[config.mk]
export PLATFORM = sky130hd
export DESIGN_NAME = rkpb_top
export DESIGN_NICKNAME = d
export VERILOG_FILES = /design/src/rkpb_pkg.sv /design/src/rkpb_top.sv /design/src/rkpb_field.sv
export SDC_FILE = /design/constraint.sdc
export NUM_CORES = 1
export LEC_CHECK = 0
export BUFFER_PORTS_ARGS = -buffer_cell sky130_fd_sc_hd__buf_2
export CAP_MARGIN = 15
export CORE_MARGIN = 8
export CORE_UTILIZATION = 53
export CTS_CLUSTER_DIAMETER = 80
export CTS_CLUSTER_SIZE = 24
export DETAILED_ROUTE_END_ITERATION = 10
export PLACE_DENSITY = 0.83
export SLEW_MARGIN = 20
export SYNTH_ARGS = -nofsm -noshare
export SYNTH_HDL_FRONTEND = slang
export SYNTH_SLANG_ARGS = --single-unit
[constraint.sdc]
create_clock -name clk_i -period 2.6 [get_ports clk_i]
set_clock_uncertainty 0.05 [all_clocks]
set_input_delay 0.26 -clock clk_i [delete_from_list [all_inputs] [get_ports clk_i]]
set_output_delay 0.26 -clock clk_i [all_outputs]
set_load 0.005 [all_outputs]
[src/rkpb_pkg.sv]
package rkpb_pkg;

   // -----------------------------------------------------------------
   // Register map
   // -----------------------------------------------------------------
   localparam logic [11:0] RKPB_KPB_OFFSET  = 12'h000;
   localparam logic [11:0] RKPB_SIZE_OFFSET = 12'h004;
   localparam logic [11:0] RKPB_STAT_OFFSET = 12'h008;

   // -----------------------------------------------------------------
   // Field layout
   // -----------------------------------------------------------------
   localparam int          RKPB_BASE_LSB    = 10;
   localparam int          RKPB_BASE_MSB    = 15;
   localparam int          RKPB_BASE_W      = 6;
   localparam int          RKPB_SIZE_W      = 17;
   localparam int          RKPB_STAT_OVER   = 0;
   localparam int          RKPB_STAT_ACTIVE = 1;

   // -----------------------------------------------------------------
   // Reset values and bus answers
   // -----------------------------------------------------------------
   localparam logic [5:0]  RKPB_BASE_RESET  = 6'h00;
   localparam logic [16:0] RKPB_SIZE_RESET  = 17'h00000;
   localparam logic [1:0]  RKPB_RESP_OKAY   = 2'h0;
   localparam logic [1:0]  RKPB_RESP_SLVERR = 2'h2;

   typedef logic [31:0] rkpb_word_t;

endpackage

[src/rkpb_top.sv]
`timescale 1ns/1ps
module rkpb_top
(
   // Clock and reset
   input  wire logic              clk_i,
   input  wire logic              reset_i,
   // AXI4-Lite write address
   input  wire logic              s_axi_awvalid,
   output logic                   s_axi_awready,
   input  wire logic [11:0]       s_axi_awaddr,
   // AXI4-Lite write data
   input  wire logic              s_axi_wvalid,
   output logic                   s_axi_wready,
   input  wire rkpb_pkg::rkpb_word_t s_axi_wdata,
   input  wire logic [3:0]        s_axi_wstrb,
   // AXI4-Lite write response
   output logic                   s_axi_bvalid,
   input  wire logic              s_axi_bready,
   output logic [1:0]             s_axi_bresp,
   // AXI4-Lite read address
   input  wire logic              s_axi_arvalid,
   output logic                   s_axi_arready,
   input  wire logic [11:0]       s_axi_araddr,
   // AXI4-Lite read data
   output logic                   s_axi_rvalid,
   input  wire logic              s_axi_rready,
   output rkpb_pkg::rkpb_word_t   s_axi_rdata,
   output logic [1:0]             s_axi_rresp,
   // Partition outputs
   output logic [15:0]            kernel_program_ram_base_o,
   output logic                   kernel_program_active_o
);
   import rkpb_pkg::*;

   // ----------------------------------------------------------------
   // Write channel capture
   // ----------------------------------------------------------------
   logic        aw_held_reg;
   logic [11:0] aw_addr_reg;
   logic        w_held_reg;
   logic [31:0] w_data_reg;
   logic [3:0]  w_strb_reg;
   logic        bvalid_reg;
   logic [1:0]  bresp_reg;
   logic        awready_reg;
   logic        wready_reg;
   logic        arready_reg;

   // Address and data are taken in either order and held until both
   // are present; the response then stands until bready.
   wire aw_take  = s_axi_awvalid && awready_reg;
   wire w_take   = s_axi_wvalid && wready_reg;
   wire wr_fire  = aw_held_reg && w_held_reg && !bvalid_reg;
   wire wr_kpb   = wr_fire && (aw_addr_reg[11:2] == RKPB_KPB_OFFSET[11:2]);
   wire wr_size  = wr_fire && (aw_addr_reg[11:2] == RKPB_SIZE_OFFSET[11:2]);
   wire wr_stat  = wr_fire && (aw_addr_reg[11:2] == RKPB_STAT_OFFSET[11:2]);
   wire wr_known = wr_kpb || wr_size || wr_stat;

   // Base: only lane 1 holds writable bits, lanes 0, 2 and 3 are dropped; size loads only when lanes 0, 1 and 2 are all set.
   wire kpb_load  = wr_kpb && w_strb_reg[1];
   wire size_load = wr_size && (&w_strb_reg[2:0]);

   always_ff @(posedge clk_i) begin
      if (reset_i) begin
         aw_held_reg <= 1'b0;
         aw_addr_reg <= 12'h000;
         w_held_reg  <= 1'b0;
         w_data_reg  <= 32'h00000000;
         w_strb_reg  <= 4'h0;
         bvalid_reg  <= 1'b0;
         bresp_reg   <= RKPB_RESP_OKAY;
      end else begin
         if (aw_take) begin
            aw_held_reg <= 1'b1;
            aw_addr_reg <= s_axi_awaddr;
         end
         if (w_take) begin
            w_held_reg <= 1'b1;
            w_data_reg <= s_axi_wdata;
            w_strb_reg <= s_axi_wstrb;
         end
         if (wr_fire) begin
            aw_held_reg <= 1'b0;
            w_held_reg  <= 1'b0;
            bvalid_reg  <= 1'b1;
            // Low read-only bits take writes silently: still OKAY
            bresp_reg   <= wr_known ? RKPB_RESP_OKAY
                                    : RKPB_RESP_SLVERR;
         end else if (bvalid_reg && s_axi_bready) begin
            bvalid_reg <= 1'b0;
         end
      end
   end

   // ----------------------------------------------------------------
   // Registers
   // ----------------------------------------------------------------
   logic [RKPB_BASE_W-1:0] base_field;
   logic [RKPB_SIZE_W-1:0] size_reg;

   rkpb_field #(
      .WIDTH (RKPB_BASE_W),
      .RESET (RKPB_BASE_RESET)
   ) u_base (
      .clk_i   (clk_i),
      .reset_i (reset_i),
      .load_i  (kpb_load),
      .data_i  (w_data_reg[RKPB_BASE_MSB:RKPB_BASE_LSB]),
      .value_o (base_field)
   );

   // Companion size value the base is checked against
   always_ff @(posedge clk_i) begin
      if (reset_i) begin
         size_reg <= RKPB_SIZE_RESET;
      end else if (size_load) begin
         size_reg <= w_data_reg[RKPB_SIZE_W-1:0];
      end
   end

   // Base with hard-wired zero low bits and unimplemented upper half
   wire [31:0] kpb_word = {16'h0000, base_field, 10'h000};
   wire [16:0] kpb_ext  = {1'b0, kpb_word[15:0]};
   // Flags a base above the size value; software must avoid this
   wire        over     = kpb_ext > size_reg;
   wire        active   = |base_field;
   wire [31:0] stat_word = {30'h00000000, active, over};

   // ----------------------------------------------------------------
   // Read channel
   // ----------------------------------------------------------------
   logic        rvalid_reg;
   logic [31:0] rdata_reg;
   logic [1:0]  rresp_reg;

   wire ar_take  = s_axi_arvalid && arready_reg;
   wire rd_kpb   = s_axi_araddr[11:2] == RKPB_KPB_OFFSET[11:2];
   wire rd_size  = s_axi_araddr[11:2] == RKPB_SIZE_OFFSET[11:2];
   wire rd_stat  = s_axi_araddr[11:2] == RKPB_STAT_OFFSET[11:2];
   // Unmapped offsets read zero and answer SLVERR
   wire [31:0] rd_mux = rd_kpb  ? kpb_word
                      : rd_size ? {15'h0000, size_reg}
                      : rd_stat ? stat_word
                      : 32'h00000000;
   wire rd_known = rd_kpb || rd_size || rd_stat;

   always_ff @(posedge clk_i) begin
      if (reset_i) begin
         rvalid_reg <= 1'b0;
         rdata_reg  <= 32'h00000000;
         rresp_reg  <= RKPB_RESP_OKAY;
      end else if (ar_take) begin
         rvalid_reg <= 1'b1;
         rdata_reg  <= rd_mux;
         rresp_reg  <= rd_known ? RKPB_RESP_OKAY : RKPB_RESP_SLVERR;
      end else if (rvalid_reg && s_axi_rready) begin
         rvalid_reg <= 1'b0;
      end
   end

   // ----------------------------------------------------------------
   // Outputs
   // ----------------------------------------------------------------
   // The partition outputs trail the register by one cycle; a write
   // reaches them one clock after its response is raised.
   logic [15:0] base_out_reg;
   logic        active_out_reg;

   always_ff @(posedge clk_i) begin
      if (reset_i) begin
         base_out_reg   <= 16'h0000;
         active_out_reg <= 1'b0;
      end else begin
         base_out_reg   <= kpb_word[15:0];
         active_out_reg <= active;
      end
   end

   // ----------------------------------------------------------------
   // Ready flags
   // ----------------------------------------------------------------
   // Each ready is the registered "free next cycle" term, so a beat is
   // only taken while its ready is really shown on the port.
   wire b_busy_next  = wr_fire || (bvalid_reg && !s_axi_bready);
   wire aw_busy_next = (aw_held_reg || aw_take) && !wr_fire;
   wire w_busy_next  = (w_held_reg || w_take) && !wr_fire;
   wire r_busy_next  = ar_take || (rvalid_reg && !s_axi_rready);

   always_ff @(posedge clk_i) begin
      if (reset_i) begin
         awready_reg <= 1'b0;
         wready_reg  <= 1'b0;
         arready_reg <= 1'b0;
      end else begin
         awready_reg <= !aw_busy_next && !b_busy_next;
         wready_reg  <= !w_busy_next && !b_busy_next;
         arready_reg <= !r_busy_next;
      end
   end

   assign s_axi_awready = awready_reg;
   assign s_axi_wready  = wready_reg;
   assign s_axi_arready = arready_reg;
   assign s_axi_bvalid  = bvalid_reg;
   assign s_axi_bresp   = bresp_reg;
   assign s_axi_rvalid  = rvalid_reg;
   assign s_axi_rdata   = rdata_reg;
   assign s_axi_rresp   = rresp_reg;
   assign kernel_program_ram_base_o = base_out_reg;
   assign kernel_program_active_o   = active_out_reg;
endmodule

[src/rkpb_field.sv]
`timescale 1ns/1ps
// Holds one writable field; byte lanes covering any bit of it load it.
module rkpb_field
   import rkpb_pkg::*;
#(
   parameter int         WIDTH = 6,
   parameter logic [5:0] RESET = 6'h00
) (
   // Clock and reset
   input  wire logic             clk_i,
   input  wire logic             reset_i,
   // Load
   input  wire logic             load_i,
   input  wire logic [WIDTH-1:0] data_i,
   // Stored value
   output logic      [WIDTH-1:0] value_o
);
   logic [WIDTH-1:0] value_reg;

   always_ff @(posedge clk_i) begin
      if (reset_i) begin
         value_reg <= RESET[WIDTH-1:0];
      end else if (load_i) begin
         value_reg <= data_i;
      end
   end

   assign value_o = value_reg;
endmodule

==> metrics.md <==
| Metric | Value |
|---|---|
| H-tree Lvls | `3` |
| Max-slew violation count | `0` |
| Cell Rows | `29` |
| Final Wtd Congestion | `0.8311` |
| Clk slew on worst S/H paths | `roughly 0.08 ns` |
| I/O pins | `between 100 and 150` |
| Initial Utilization | `0.5535` |
| Sequential-to-total area share from yosys stat | `0.4871` |
| HP Class | `input pin to register` |
| First-pass GRT wire length | `between 10000 and 15000 µm` |
| Reg2reg start | `aw_addr_reg[5]` |
| Clock root buffer | `clkbuf_8` |
| Async SR Flop Fraction | `0` |
| Fmax | `~0.51 GHz` |
| Worst-skew pair later-pin latency | `0.35 ns` |
| Post-synthesis cell count | `416` |
| Post-layout nets | `roughly 550` |
| Layout area overhead | `16.39%` |
| Yosys cell types | `38` |
| Detailed Route WL | `roughly 8200 µm` |
| Port Buf Inserts | `77` |
| Initial antenna violation count | `0` |
| Main flop type after synthesis | `dfxtp_1` |
| Post-Synth Simple-Gate Area | `0.2014` |
| DRC Markers | `0` |
| Final-report setup violation count | `0` |
| Setup TNS | `0 ns` |
| Post-DRT Antenna Nets | `0` |
| Synth warnings | `0` |
| Sequential cell area | `about 1700 µm²` |
| Final period utilization | `0.7487` |
| Worst Setup SP | `aw_addr_reg[5]` |
| Avg Inst Size Synth | `between 8 and 9 µm²` |
| Vias in the first global route | `around 3000` |
| RSZ-0062 raised after global routing | `false` |
| HP Start | `s_axi_wdata[0]` |
| Vias/cell | `between 5 and 6` |
| # fillers | `between 500 and 600` |
| CTS tree | `done` |
| Die height | `~100 µm` |
| Status | `finished clean` |
| Cts bufs inserted | `9` |
| Max-cap violations | `0` |
| Die W | `a little under 100 µm` |
| Adder and majority cell fraction of the synthesized area | `0.02124` |
| Hpwl dp | `between 5000 and 6000 µm` |
| Synth Area in XOR/XNOR | `0` |
| Cts hold-fix bufs | `0` |
| Diode count | `0` |
| Pwr per Cell Area | `between 600 and 700 nW/µm²` |
| Vias | `between 2000 and 3000` |
| Worst Setup End Kind | `register` |
| Largest family of logic cells by synthesized area | `simple AND/OR/NAND/NOR gates` |
| Core area | `between 6000 and 7000 µm²` |
| Max clock buf depth | `2` |
| Worst slew pin tran | `around 0.68 ns` |
| Final core occ | `0.6442` |
| Worst-path fanout max | `15` |
| Final min period | `1.947 ns` |
| Layout cells sized above 1 | `0.2392` |
| Placed cells | `roughly 550` |
| Non-filler cells, final | `between 500 and 600` |
| Leakage dissipation | `around 1.7 nW` |
| First-pass iteration count of the detailed router | `4` |
| Area occupied by multi-input gates | `around 1600 µm²` |
| Pin count of the biggest net entering global routing | `69` |
| Iter 0 DRT Violations | `approximately 260` |
| Finished layout cell area | `between 4000 and 5000 µm²` |
| EDFF count, synth | `0` |
| Fin. Hold Viols | `0` |
| Crit path launch type | `register` |
| Crit path kind | `register to register` |
| Post_cts resized | `0` |
| Post-DP Area | `about 3800 µm²` |
| Number of synthesized register bits | `86` |
| Synthesized cell area | `between 3000 and 4000 µm²` |
| Maximum vdd drop | `between 0.3 and 0.4 mV` |
| Mux contribution to synthesized area | `0.01912` |
| Critical Path RT | `around 2.8 ns` |
| Worst rel slew slack | `0.5475` |
| Congestion Overflow GR | `0` |
| WL per Instance | `between 10 and 15 µm` |
| Post-CTS setup buffer count | `0` |
| Post-synthesis compound-gate area fraction | `0.1727` |
| Die ar. | `9538 µm²` |
| CTS Sinks | `86` |
| CP arrival | `2.18 ns` |
| GRT Total Usage | `0.1695` |
-- worst max-delay path, stage by stage, from the launching register on --
cell	delay (ns)
dfxtp_1	0.32
nor4_1	0.48
and4_1	0.46
buf_4	0.27
nand3_1	0.13
a21oi_1	0.17
-- Yosys cell counts, types with 2 or more instances --
library cell	instances	area [µm²]
dfxtp_1	86	1722
nand2_1	67	251.5
a21oi_1	58	290.3
buf_4	27	202.7
nand3_1	26	130.1
o21ai_0	25	125.1
clkbuf_1	23	86.33
nor2_1	20	75.07
nor2b_1	10	62.56
a22o_2	9	90.09
inv_1	7	26.28
nor4_1	7	43.79
a22oi_1	6	45.04
ha_1	6	75.07
mux2_2	6	67.56
nand4_1	4	25.02
and2_1	3	18.77
a21o_1	2	15.01
a31oi_1	2	12.51
buf_1	2	7.510
buf_2	2	10.01
nand2b_1	2	12.51
-- layer usage --
metal	routed length [µm]	track usage	part of all wire
met5	0	0	0
met2	4036	0.2778	0.49
met3	602	0.07539	0.073
met4	152	0.07226	0.018
met1	3453	0.1853	0.42
-- area by class of cell --
cell class	instances	share of cell area
Sequential cell	86	0.4185
Multi-Input combinational cell	294	0.3808
Clock buffer	11	0.03680
Inverter	7	0.006387
Tap cell	77	0.02342
Timing Repair Buffer	82	0.1028
Clock inverter	5	0.03133
-- power breakdown --
| part | internal, mW | switching (mW) |
|---|---|---|
| Clock | 0.789 | 0.469 |
| Sequential | 1.35 | 0.0211 |
| Combinational | 0.0605 | 0.0981 |
| Total | 2.20 | 0.588 |
-- through the flow --
step           power [mW]  worst slack [ns]  hold slack [ns]
2_1_floorplan       1.524            0.8879           0.3460
3_3_place_gp        1.552            0.7368           0.3919
3_5_place_dp        1.557            0.7311           0.3934
4_1_cts             2.799            0.6800          0.07410
5_1_grt             2.884            0.4640          0.07147
6_report            2.786            0.6535          0.09040
-- worst paths after layout --
check / end / slack, ns / cells past startpoint
worst max-delay path: size_reg[3] / 0.65 / 5
worst min-delay path: w_data_reg[0] / 0.09 / 3
worst max register to register: size_reg[3] / 0.65 / 5
worst min register to register: w_data_reg[1] / 0.41 / 2
-- cell usage in the layout (no fill, tap or decap) --
cell	n
conb_1	27
nor2_1	20
nand3_1	26
and3_1	1
a22oi_1	6
mux2_2	6
buf_2	77
nand4b_1	1
and4_1	1
inv_1	7
and2_1	3
o21ai_0	25
a21oi_1	58
ha_1	6
or4_1	1
a31oi_1	2
o31ai_1	1
a21o_1	2
a211oi_1	1
nand2_1	67
or3b_2	1
bufinv_16	4
clkinv_4	1
a22o_2	9
a32oi_1	1
clkbuf_8	11
and3b_1	1
nor2b_1	10
nand4_1	4
nor4_4	1
nor4_1	7
nor3_1	1
dfxtp_1	86
o22a_1	1
or4_4	1
and2_0	1
nand2b_1	2
buf_4	5
-- cells by family after synthesis --
family,after synthesis
AND/OR/NAND/NOR,149
AO/OA/AOI/OAI,106
flip-flops,86
buffers and inverters,62
multiplexers,6
adder cells (fa/ha/maj),6
other,1
Power figures use the tool's default switching activity.
